### config.mk
export PLATFORM = sky130hd
export DESIGN_NAME = sfr_bridge
export DESIGN_NICKNAME = d
export VERILOG_FILES = /design/src/sfr_pkg.sv /design/src/sfr_bridge.sv
export VERILOG_INCLUDE_DIRS = /design/src
export SDC_FILE = /design/constraint.sdc
export NUM_CORES = 1
export LEC_CHECK = 0
export ABC_CLOCK_PERIOD_IN_PS = 4400
export BUFFER_PORTS_ARGS = -buffer_cell sky130_fd_sc_hd__clkbuf_2
export CAP_MARGIN = 20
export CORE_ASPECT_RATIO = 0.8
export CORE_MARGIN = 2
export CORE_UTILIZATION = 40
export CTS_BUF_LIST = sky130_fd_sc_hd__clkbuf_4
export DETAILED_ROUTE_END_ITERATION = 8
export PLACE_DENSITY = 0.69
export SYNTH_ARGS = -nofsm -noshare
export SYNTH_HDL_FRONTEND = slang
export SYNTH_SLANG_ARGS = --single-unit
### constraint.sdc
create_clock -name sys_clk_i -period 4.4 [get_ports sys_clk_i]
set_input_delay 0.22 -clock sys_clk_i [delete_from_list [all_inputs] [get_ports sys_clk_i]]
set_output_delay 0.22 -clock sys_clk_i [all_outputs]
set_load 0.01 [all_outputs]
### src/sfr_regs.svh
`ifndef SFR_REGS_SVH
`define SFR_REGS_SVH

// APB byte offsets
`define SFR_OFS_CTRL    8'h00
`define SFR_OFS_OPC     8'h04
`define SFR_OFS_GAP     8'h08
`define SFR_OFS_HOLD    8'h0c
`define SFR_OFS_PAGE    8'h10
`define SFR_OFS_MAP     8'h14

// Reset values
`define SFR_RST_CTRL    8'h01
`define SFR_RST_OPC     8'h03
`define SFR_RST_GAP     8'h07
`define SFR_RST_HOLD    16'h0010
`define SFR_RST_PAGE    8'h00
`define SFR_RST_MAP     9'h015

// Field positions
`define SFR_B_MBE       0
`define SFR_B_DIV       2
`define SFR_B_PAD       4
`define SFR_B_DUAL      5
`define SFR_B_CSS       6
`define SFR_B_PKS       7
`define SFR_B_PAGED     8
`define SFR_CTRL_WMASK  8'hfd

// Timing in master clock cycles
`define SFR_LEAD_CYC    17'h00002
`define SFR_LEAD_SHORT  17'h00001
`define SFR_HOLD_EXTRA  17'h00002
`define SFR_GAP_EXTRA   17'h00001

// Serial phase lengths in serial clocks
`define SFR_HDR_CLKS    7'h20
`define SFR_PAD_CLKS    7'h08
`define SFR_WORD_CLKS   7'h20
`define SFR_DUAL_CLKS   7'h10
`define SFR_WORD_BITS   6'h20

// Flash window 40_0000h..7F_FFFFh is haddr[31:22] == 1
`define SFR_WIN_TAG     10'h001
`define SFR_HRESP_OK    2'b00
`define SFR_HRESP_SPLIT 2'b11

`endif

### src/sfr_pkg.sv
package sfr_pkg;
    typedef enum logic [2:0] {ST_IDLE, ST_GAP, ST_LEAD, ST_SHIFT, ST_HOLD} sfr_eng_type;
    typedef enum logic [1:0] {RS_IDLE, RS_SPL1, RS_SPL2} sfr_resp_type;
endpackage : sfr_pkg

### src/sfr_bridge.sv
`include "sfr_regs.svh"

// How it works
// - Shift bits out on falling serial clock, sample on rising edge.
// - Reads in 40_0000h..7F_FFFFh go to the flash read path.
// - Flash address is raw, or page register joined with low AHB lines.
// - Setting bridge enable grabs the pin multiplexer at once.
// - Pins return only after bridge enable cleared and active flag reads zero.
// - Read-only active flag is one while this block owns the pins.
// - Divider select: 00 is /4, 01 is /2, 10 undivided inverted.
// - Pad bit inserts one dummy byte after the address.
// - Plain, fast and dual fast reads; flash up to 4 MB.
// - First attempt is split; master, address and size are latched.
// - Buffered first word re-grants the owner, which gets one word.
// - Next word is fetched while the owner is split again.
// - One owner; others split and remembered, re-granted after last word.
// - Held select plus sequential address skips opcode and address.
// - Non-sequential read with held select releases it for the gap.
// - Lead shorten bit cuts select-to-clock delay from 2 to 1.
// - Launch shorten bit starts next fetch divisor minus one earlier.
// - Hold register zero releases select right after the data.
// - Command phase sends the opcode register value.
// - Dual mode: even bits from io0, odd bits from io1.
// - Select stays high at least idle gap plus one cycles.
// - Nonzero hold keeps select low hold plus two cycles.
module sfr_bridge
    import sfr_pkg::*;
(
    // Clock and reset
    input  wire logic        sys_clk_i,
    input  wire logic        nrst_i,
    // APB register port
    input  wire logic        psel_i,
    input  wire logic        penable_i,
    input  wire logic        pwrite_i,
    input  wire logic [7:0]  paddr_i,
    input  wire logic [31:0] pwdata_i,
    output logic      [31:0] prdata_o,
    output logic             pready_o,
    output logic             pslverr_o,
    // AHB read slave
    input  wire logic        hsel_i,
    input  wire logic [1:0]  htrans_i,
    input  wire logic        hwrite_i,
    input  wire logic [31:0] haddr_i,
    input  wire logic [2:0]  hburst_i,
    input  wire logic [3:0]  hmaster_i,
    input  wire logic        hready_i,
    output logic      [31:0] hrdata_o,
    output logic             hready_o,
    output logic      [1:0]  hresp_o,
    output logic      [15:0] hsplit_o,
    // Serial flash pins
    output logic             sck_o,
    output logic             cs_n_o,
    output logic             io0_o,
    output logic             io0_oe_o,
    input  wire logic        io0_i,
    input  wire logic        io1_i,
    // Pin multiplexer select
    output logic             pin_sel_o
);

    ////////////////////////////////////////////////////////////////////////////
    // Registers
    logic [7:0]  ctrl_reg, opc_reg, gap_reg, page_reg;
    logic [15:0] hold_reg;
    logic [8:0]  map_reg;
    logic [31:0] prdata_reg;
    sfr_eng_type eng_st, st_next;
    logic        own_vld_reg, buf_full_reg, busy_reg;

    wire        apb_wr    = psel_i & penable_i & pwrite_i;
    wire        apb_setup = psel_i & ~penable_i;
    wire        sel_ctrl  = paddr_i == `SFR_OFS_CTRL;
    wire        sel_opc   = paddr_i == `SFR_OFS_OPC;
    wire        sel_gap   = paddr_i == `SFR_OFS_GAP;
    wire        sel_hold  = paddr_i == `SFR_OFS_HOLD;
    wire        sel_page  = paddr_i == `SFR_OFS_PAGE;
    wire        sel_map   = paddr_i == `SFR_OFS_MAP;
    wire        mapped    = sel_ctrl | sel_opc | sel_gap | sel_hold | sel_page | sel_map;
    wire        mbe       = ctrl_reg[`SFR_B_MBE];
    wire [1:0]  div       = ctrl_reg[`SFR_B_DIV +: 2];
    wire        pad       = ctrl_reg[`SFR_B_PAD];
    wire        dual      = ctrl_reg[`SFR_B_DUAL];
    wire        css       = ctrl_reg[`SFR_B_CSS];
    wire        pks       = ctrl_reg[`SFR_B_PKS];
    // Pins stay ours until bridge enable is clear and the engine and the owner are both done
    wire        active    = mbe | own_vld_reg | (eng_st != ST_IDLE);
    wire [31:0] rd_mux    = sel_ctrl ? {24'h0, ctrl_reg[7:2], active, mbe} :
                            sel_opc  ? {24'h0, opc_reg} :
                            sel_gap  ? {24'h0, gap_reg} :
                            sel_hold ? {16'h0, hold_reg} :
                            sel_page ? {24'h0, page_reg} :
                            sel_map  ? {23'h0, map_reg} : 32'h0;

    assign pready_o  = 1'b1;
    assign pslverr_o = psel_i & penable_i & ~mapped;
    assign prdata_o  = prdata_reg;
    assign pin_sel_o = active;

    always_ff @(posedge sys_clk_i or negedge nrst_i) begin
        if (!nrst_i) begin
            ctrl_reg <= `SFR_RST_CTRL;
            opc_reg  <= `SFR_RST_OPC;
            gap_reg  <= `SFR_RST_GAP;
            hold_reg <= `SFR_RST_HOLD;
            page_reg <= `SFR_RST_PAGE;
            map_reg  <= `SFR_RST_MAP;
        end else if (apb_wr) begin
            if (sel_ctrl) ctrl_reg <= pwdata_i[7:0] & `SFR_CTRL_WMASK;
            if (sel_opc)  opc_reg  <= pwdata_i[7:0];
            if (sel_gap)  gap_reg  <= pwdata_i[7:0];
            if (sel_hold) hold_reg <= pwdata_i[15:0];
            if (sel_page) page_reg <= pwdata_i[7:0];
            if (sel_map)  map_reg  <= pwdata_i[8:0];
        end
    end

    always_ff @(posedge sys_clk_i or negedge nrst_i) begin
        if (!nrst_i) prdata_reg <= 32'h0;
        else if (apb_setup) prdata_reg <= rd_mux;
    end

    ////////////////////////////////////////////////////////////////////////////
    // AHB side: owner, pending masters, split answers
    sfr_resp_type resp_st;
    logic [3:0]  own_id_reg;
    logic [2:0]  words_left_reg;
    logic [23:0] fl_addr_reg, cont_reg;
    logic [31:0] buf_reg, hrdata_reg;
    logic [15:0] pend_reg, split_reg;
    logic [1:0]  launch_reg;
    logic        word_done;
    logic [31:0] buf_in;

    wire        ap_take  = hsel_i & htrans_i[1] & hready_i;
    wire        rd_req   = ap_take & (haddr_i[31:22] == `SFR_WIN_TAG) & ~hwrite_i
                           & (mbe | own_vld_reg);
    wire        is_own   = own_vld_reg & (hmaster_i == own_id_reg);
    wire        new_own  = rd_req & ~own_vld_reg;
    wire        deliver  = rd_req & is_own & buf_full_reg;
    wire        do_split = rd_req & ~deliver;
    wire        pend_set = rd_req & own_vld_reg & ~is_own;
    wire        last_wd  = deliver & (words_left_reg == 3'h1);
    // Only 16 bytes of burst length are kept
    wire [2:0]  words_in = (hburst_i >= 3'b010) ? 3'h4 : 3'h1;
    wire [4:0]  low_cnt  = map_reg[4:0];
    wire [23:0] low_mask = ~(24'hffffff << low_cnt);
    wire [23:0] paged_a  = ({16'h0, page_reg} << low_cnt) | (haddr_i[23:0] & low_mask);
    wire [23:0] raw_a    = {2'b00, haddr_i[21:0]};
    wire [23:0] fl_in    = (map_reg[`SFR_B_PAGED] ? paged_a : raw_a) & 24'hfffffc;
    wire [1:0]  div_m1   = (div == 2'b01) ? 2'h1 : (div == 2'b10) ? 2'h0 : 2'h3;
    wire        fetch_go = own_vld_reg & ~buf_full_reg & ~busy_reg & (launch_reg == 2'h0);
    wire        seq      = fl_addr_reg == cont_reg;
    wire        start    = fetch_go & ((eng_st == ST_IDLE) | ((eng_st == ST_HOLD) & seq));

    assign hready_o = resp_st != RS_SPL1;
    assign hresp_o  = (resp_st == RS_IDLE) ? `SFR_HRESP_OK : `SFR_HRESP_SPLIT;
    assign hrdata_o = hrdata_reg;
    assign hsplit_o = split_reg;

    always_ff @(posedge sys_clk_i or negedge nrst_i) begin
        if (!nrst_i) begin
            resp_st    <= RS_IDLE;
            hrdata_reg <= 32'h0;
            split_reg  <= 16'h0;
            pend_reg   <= 16'h0;
        end else begin
            resp_st   <= (resp_st == RS_SPL1) ? RS_SPL2 : (do_split ? RS_SPL1 : RS_IDLE);
            split_reg <= (word_done ? (16'h1 << own_id_reg) : 16'h0)
                         | (last_wd ? pend_reg : 16'h0);
            // A new waiter in the release cycle stays pending
            pend_reg  <= (last_wd ? 16'h0 : pend_reg) | (pend_set ? (16'h1 << hmaster_i) : 16'h0);
            if (ap_take) hrdata_reg <= deliver ? buf_reg : 32'h0;
        end
    end

    always_ff @(posedge sys_clk_i or negedge nrst_i) begin
        if (!nrst_i) begin
            own_vld_reg    <= 1'b0;
            own_id_reg     <= 4'h0;
            words_left_reg <= 3'h0;
            fl_addr_reg    <= 24'h0;
            cont_reg       <= 24'hffffff;
            buf_reg        <= 32'h0;
            buf_full_reg   <= 1'b0;
            busy_reg       <= 1'b0;
            launch_reg     <= 2'h0;
        end else begin
            if (new_own) begin
                own_vld_reg    <= 1'b1;
                own_id_reg     <= hmaster_i;
                words_left_reg <= words_in;
                fl_addr_reg    <= fl_in;
            end else if (last_wd) begin
                own_vld_reg <= 1'b0;
            end else if (deliver) begin
                words_left_reg <= words_left_reg - 3'h1;
            end
            if (word_done) begin
                buf_reg     <= buf_in;
                fl_addr_reg <= fl_addr_reg + 24'h4;
                cont_reg    <= fl_addr_reg + 24'h4;
            end
            buf_full_reg <= word_done | (buf_full_reg & ~deliver);
            busy_reg     <= start | (busy_reg & ~word_done);
            if (deliver & ~last_wd) launch_reg <= pks ? 2'h0 : div_m1;
            else if (launch_reg != 2'h0) launch_reg <= launch_reg - 2'h1;
        end
    end

    ////////////////////////////////////////////////////////////////////////////
    // Serial engine
    logic [16:0] cnt_reg;
    logic [6:0]  clk_left_reg;
    logic [39:0] tx_reg;
    logic        cs_n_reg, sck_reg, div_ph_reg;

    wire        in_shift   = eng_st == ST_SHIFT;
    wire        fast       = div == 2'b10;
    wire        tick       = (div == 2'b01) | div_ph_reg;
    wire        shift_rise = in_shift & (fast | (tick & ~sck_reg));
    wire        shift_fall = in_shift & (fast | (tick & sck_reg));
    wire        shift_end  = shift_fall & (clk_left_reg == 7'h01);
    wire [6:0]  data_clks  = dual ? `SFR_DUAL_CLKS : `SFR_WORD_CLKS;
    wire [6:0]  total_clks = `SFR_HDR_CLKS + (pad ? `SFR_PAD_CLKS : 7'h0) + data_clks;
    wire        data_clk   = clk_left_reg <= data_clks;
    wire [16:0] cnt_inc    = cnt_reg + 17'h1;
    wire        lead_done  = cnt_inc >= (css ? `SFR_LEAD_SHORT : `SFR_LEAD_CYC);
    wire        hold_done  = cnt_inc >= ({1'b0, hold_reg} + `SFR_HOLD_EXTRA);
    wire        gap_done   = cnt_inc >= ({9'h0, gap_reg} + `SFR_GAP_EXTRA);
    wire        hold_zero  = hold_reg == 16'h0;
    wire        cs_on_next = (st_next == ST_LEAD) | (st_next == ST_SHIFT) | (st_next == ST_HOLD);
    wire [16:0] cnt_next   = (st_next != eng_st) ? 17'h0 : cnt_inc;
    wire        sck_next   = in_shift & ~fast & (sck_reg ^ tick);
    wire [39:0] tx_next    = (start & (eng_st == ST_IDLE)) ? {opc_reg, fl_addr_reg, 8'h00} :
                             shift_fall ? {tx_reg[38:0], 1'b0} : tx_reg;
    wire [6:0]  left_next  = (start & (eng_st == ST_IDLE)) ? total_clks :
                             start ? data_clks :
                             shift_fall ? clk_left_reg - 7'h1 : clk_left_reg;

    always_comb begin
        st_next = eng_st;
        unique case (eng_st)
            ST_IDLE:  if (start) st_next = ST_LEAD;
            ST_LEAD:  if (lead_done) st_next = ST_SHIFT;
            ST_SHIFT: if (shift_end) st_next = hold_zero ? ST_GAP : ST_HOLD;
            ST_HOLD: begin
                if (fetch_go) st_next = seq ? ST_SHIFT : ST_GAP;
                else if (hold_done) st_next = ST_GAP;
            end
            ST_GAP:   if (gap_done) st_next = ST_IDLE;
            default:  st_next = ST_IDLE;
        endcase
    end

    always_ff @(posedge sys_clk_i or negedge nrst_i) begin
        if (!nrst_i) begin
            eng_st       <= ST_IDLE;
            cnt_reg      <= 17'h0;
            cs_n_reg     <= 1'b1;
            sck_reg      <= 1'b0;
            div_ph_reg   <= 1'b0;
            clk_left_reg <= 7'h0;
            tx_reg       <= 40'h0;
        end else begin
            eng_st       <= st_next;
            cnt_reg      <= cnt_next;
            cs_n_reg     <= ~cs_on_next;
            sck_reg      <= sck_next;
            div_ph_reg   <= in_shift & ~div_ph_reg;
            clk_left_reg <= left_next;
            tx_reg       <= tx_next;
        end
    end

    // Undivided mode gates the inverted clock; a glitch-free gate cell is assumed
    assign sck_o    = fast ? (in_shift & ~sys_clk_i) : sck_reg;
    assign cs_n_o   = cs_n_reg;
    assign io0_o    = tx_reg[39];
    assign io0_oe_o = (eng_st == ST_LEAD) | (in_shift & ~data_clk);

    ////////////////////////////////////////////////////////////////////////////
    // Receive path: pins synchronised, sample strobe delayed to match
    logic       io0_s1, io0_s2, io1_s1, io1_s2;
    logic [1:0] samp_pipe;
    logic [31:0] rx_reg;
    logic [5:0] rx_cnt_reg;

    wire [5:0]  rx_step = dual ? 6'h02 : 6'h01;
    wire [31:0] rx_new  = dual ? {rx_reg[29:0], io1_s2, io0_s2} : {rx_reg[30:0], io1_s2};
    assign word_done = samp_pipe[1] & ((rx_cnt_reg + rx_step) == `SFR_WORD_BITS);
    // First flash byte lands in the lowest AHB byte lane
    assign buf_in    = {rx_new[7:0], rx_new[15:8], rx_new[23:16], rx_new[31:24]};

    always_ff @(posedge sys_clk_i or negedge nrst_i) begin
        if (!nrst_i) begin
            {io0_s1, io0_s2, io1_s1, io1_s2} <= 4'h0;
            samp_pipe  <= 2'h0;
            rx_reg     <= 32'h0;
            rx_cnt_reg <= 6'h0;
        end else begin
            {io0_s1, io0_s2, io1_s1, io1_s2} <= {io0_i, io0_s1, io1_i, io1_s1};
            samp_pipe <= {samp_pipe[0], shift_rise & data_clk};
            if (samp_pipe[1]) begin
                rx_reg     <= rx_new;
                rx_cnt_reg <= word_done ? 6'h0 : rx_cnt_reg + rx_step;
            end
        end
    end

    logic [8:0] hi_cnt_reg;
    always_ff @(posedge sys_clk_i or negedge nrst_i) begin
        if (!nrst_i) hi_cnt_reg <= 9'h1ff;
        else hi_cnt_reg <= !cs_n_o ? 9'h0 : (hi_cnt_reg == 9'h1ff ? hi_cnt_reg : hi_cnt_reg + 9'h1);
    end
endmodule : sfr_bridge

==> flow_metrics.py <==
metrics = {
    "synth": {
        "netlist_top_cells_area": "dfrtp_1 42%, dfstp_2 5.0%, mux2i_1 5.0%",
        "avgSynthCellArea_um2": 9.893,
        "syn_area_mm2": 0.01777,
        "yosysSeqAreaShare_pct": 46.72,
        "yosys_warnings": 0,
        "yosysMostFrequentCell": "dfrtp_1",
        "synth_top_flop_cell": "dfrtp_1",
        "synth_edf_count": 0,
        "synthTopCellsByCount": "296 x dfrtp_1, 207 x nand2_1, 159 x o21ai_0",
        "yosysUniqueCellTypes": 89,
        "async_flop_share_pct": 100.0,
        "synth-seq-cells": 330,
        "synthCells": 1796,
        "yosysTopAreaCell": "dfrtp_1",
        "synth_top_area_share_pct": 41.69,
    },
    "setup_path": {
        "critPathRequiredTime_ns": 5.25,
        "worstPathMaxFanout": 17,
        "path_common_cell": "ha_1",
        "worst_setup_path_start_kind": "flop",
        "ff2ff_setup_slack_ns": 0.48,
        "critPathSlowestCell": "or4_4",
        "crit_chain": "ha_1 -> nand4_1 -> or4_4 -> nor2_1 -> xor2_1 -> ha_1 -> and4_1 -> a21bo_2 -> a32oi_1 -> nand2_1 -> a2111oi_4 -> buf_4 -> and4bb_1 -> mux2_1",
        "critical_path.max_stage_delay_ns": 0.59,
        "rr_worst_depth": 14,
        "crit_path_end_kind": "flop",
        "worstSetupPathType": "reg -> reg",
        "cp.arrival_ns": 4.77,
    },
    "cts": {
        "cts_resized": 0,
        "clock_latency_ns": 0.92,
        "tritoncts": "done",
        "clk_pin_slew_ns": 0.06,
    },
    "floorplan": {
        "initial_utilization_pct": 40.28,
        "dieArea_mm2": 0.04613,
        "pin_count": 181,
        "core-area_mm2": 0.04412,
        "die_w_um": 239.6,
        "die_height_um": 192.5,
        "rows": 69,
    },
    "pwr": {
        "vdd_drop_max_mv": 0.1665,
        "p_total_w": 0.006217,
        "leakagePower_nw": 9.400,
        "powerDensity_mw_per_mm2": 297.9,
    },
    "routing": {
        "via_count": 14690,
        "firstDrtPassIters": 5,
        "routed-wl-met3_mm": 3.219,
        "drt_iter0_drc": 1158,
        "routedWlPerCell_um": 17.63,
        "top_layer": "met4",
        "wirelength_mm": 47.21,
        "ant_nets": 0,
        "routed_via_density": 5.485,
        "post-route-drc-count": 0,
        "met2_length_mm": 21.13,
        "wirelength_met1_mm": 21.75,
    },
    "global_routing": {
        "grt_pass1_wl_mm": 75.83,
        "antenna_found_initial": 3,
        "grt_max_degree": 133,
        "grt_usage_pct": 20.71,
        "grt_pass1_vias": 14040,
        "overflow": 0,
    },
    "sta": {
        "slew_viol_final": 0,
        "fmax_mhz": 255.0,
        "max_slew.worst_pin.slew_ns": 1.082,
        "slew_headroom_pct": 27.87,
        "finalCriticalPeriod_ns": 3.922,
        "rsz0062_at_grt": "false",
        "finalSetupViolations": 0,
        "timing.final.crit_share_pct": 89.14,
        "finalHoldViolations": 0,
        "finClkSkew_ns": 0.03522,
        "finalSetupTns_ns": 0,
    },
    "cells_and_area": {
        "fillers": 4139,
        "ff_latch_area_mm2": 0.008303,
        "area_growth_pct": 17.44,
        "multiInputGateArea_mm2": 0.008757,
        "drive_gt1_share_pct": 21.44,
        "final_cells": 2678,
        "layout.nets": 2144,
        "final_core_util_pct": 47.30,
    },
    "min_path": {
        "min_path_type": "in -> async",
    },
    "placed_design": {
        "dp.cells": 2434,
        "gp_congestion": 0.8772,
        "dp_hpwl_mm": 31.74,
        "portBuffers": 143,
    },
    "run_status": {
        "outcome": "completed",
    },
    "flow_run": {
        "cap_viol_max_count": 0,
    },
}
-- critical path: cells and delay by family, from the launching register on --
family / cells / cell delay (ns)
compound gates: 3 / 0.72
xor+xnor: 1 / 0.28
simple gates: 6 / 1.55
flops: 1 / 0.42
mux: 1 / 0.12
fa+ha+maj: 2 / 0.49
buf+inv: 1 / 0.27
-- through the flow --
step	hold WS [ns]	instance area [um2]	setup WS (ns)
global route	0.06300	20870	0.2087
detailed placement	0.3356	18870	0.4834
floorplan	-0.07559	17820	0.6207
global placement	0.3278	18870	0.5720
finish	0.02749	20870	0.4780
CTS	0.02699	20850	0.4584
-- cell usage in the layout, fill, tap and decap left out, types with 7 or more instances in the layout --
cell type,netlist,layout
a21oi_1,70,70
o21ai_0,159,159
buf_4,19,17
nand2b_1,23,23
or3_1,11,11
nor2b_1,14,14
or2_2,7,7
nand2_1,207,207
conb_1,2,17
xnor2_1,40,40
nand3b_1,9,9
o21ai_1,9,9
nor2_1,103,103
dfstp_2,34,34
clkinv_1,0,11
and2_1,12,12
dlygate4sd3_1,0,80
nand3_1,72,72
ha_1,46,46
nand4_1,22,22
xor2_1,52,52
nor4_1,20,20
a21o_1,8,8
o31ai_1,7,7
mux2i_1,89,89
inv_1,39,39
a22oi_1,15,15
mux2_2,61,61
dfrtp_1,296,294
clkbuf_4,0,139
a221oi_1,8,8
clkbuf_2,0,143
nor3_1,24,24
a22o_1,52,52
a211oi_1,8,8
and3_1,16,16
-- path summary, 6_finish.rpt --
path | startpoint | end
setup / recovery | cnt_reg[1] | cnt_reg[15]
hold / removal | nrst_i | fl_addr_reg[13]
setup reg to reg | cnt_reg[1] | cnt_reg[15]
hold reg to reg | samp_pipe[0] | samp_pipe[1]
max in group asynchronous | nrst_i | hsplit_o[12]
min in group sys_clk_i | haddr_i[30] | words_left_reg[2]
-- report_power, final --
group          switching [W]  leakage [nW]  internal (W)  total [W]
logic               0.000165          4.31      0.000107   0.000272
clock network        0.00132         0.717       0.00155    0.00287
registers          0.0000204          4.37       0.00305    0.00307
-- final cells by class --
cell class | count | share of cell area [%]
well taps | 603 | 3.616
flip-flops and latches | 330 | 39.79
clock inverters | 20 | 0.6416
clock buffers | 140 | 5.025
repair buffers | 243 | 8.214
diodes | 4 | 0.04797
inverters | 39 | 0.7015
multi-input cells | 1299 | 41.97
-- routing by layer --
| layer | global-route usage, % | up-vias |
|---|---|---|
| met2 | 30.62 | 487 |
| met3 | 5.450 | 94 |
| met5 | 0 | - |
| li1 | - | 6860 |
| met4 | 7.332 | 0 |
| met1 | 29.21 | 7248 |
-- logic make-up after synthesis --
logic type	share of synthesized area [%]
muxes	9.830
xor gates and xnor gates	4.627
and+or+nand+nor	16.46
AOI/OAI and AO/OA	14.47
other	0.04227
adders and majority gates	3.408
DFF	46.72
buffers and inverters	4.443
-- timing repair --
item	in CTS	in global routing
hold buffers	80	0
setup buffers	0	0
endpoints found under the hold margin	281	0
Note: power is estimated with default switching activity, not from simulation.
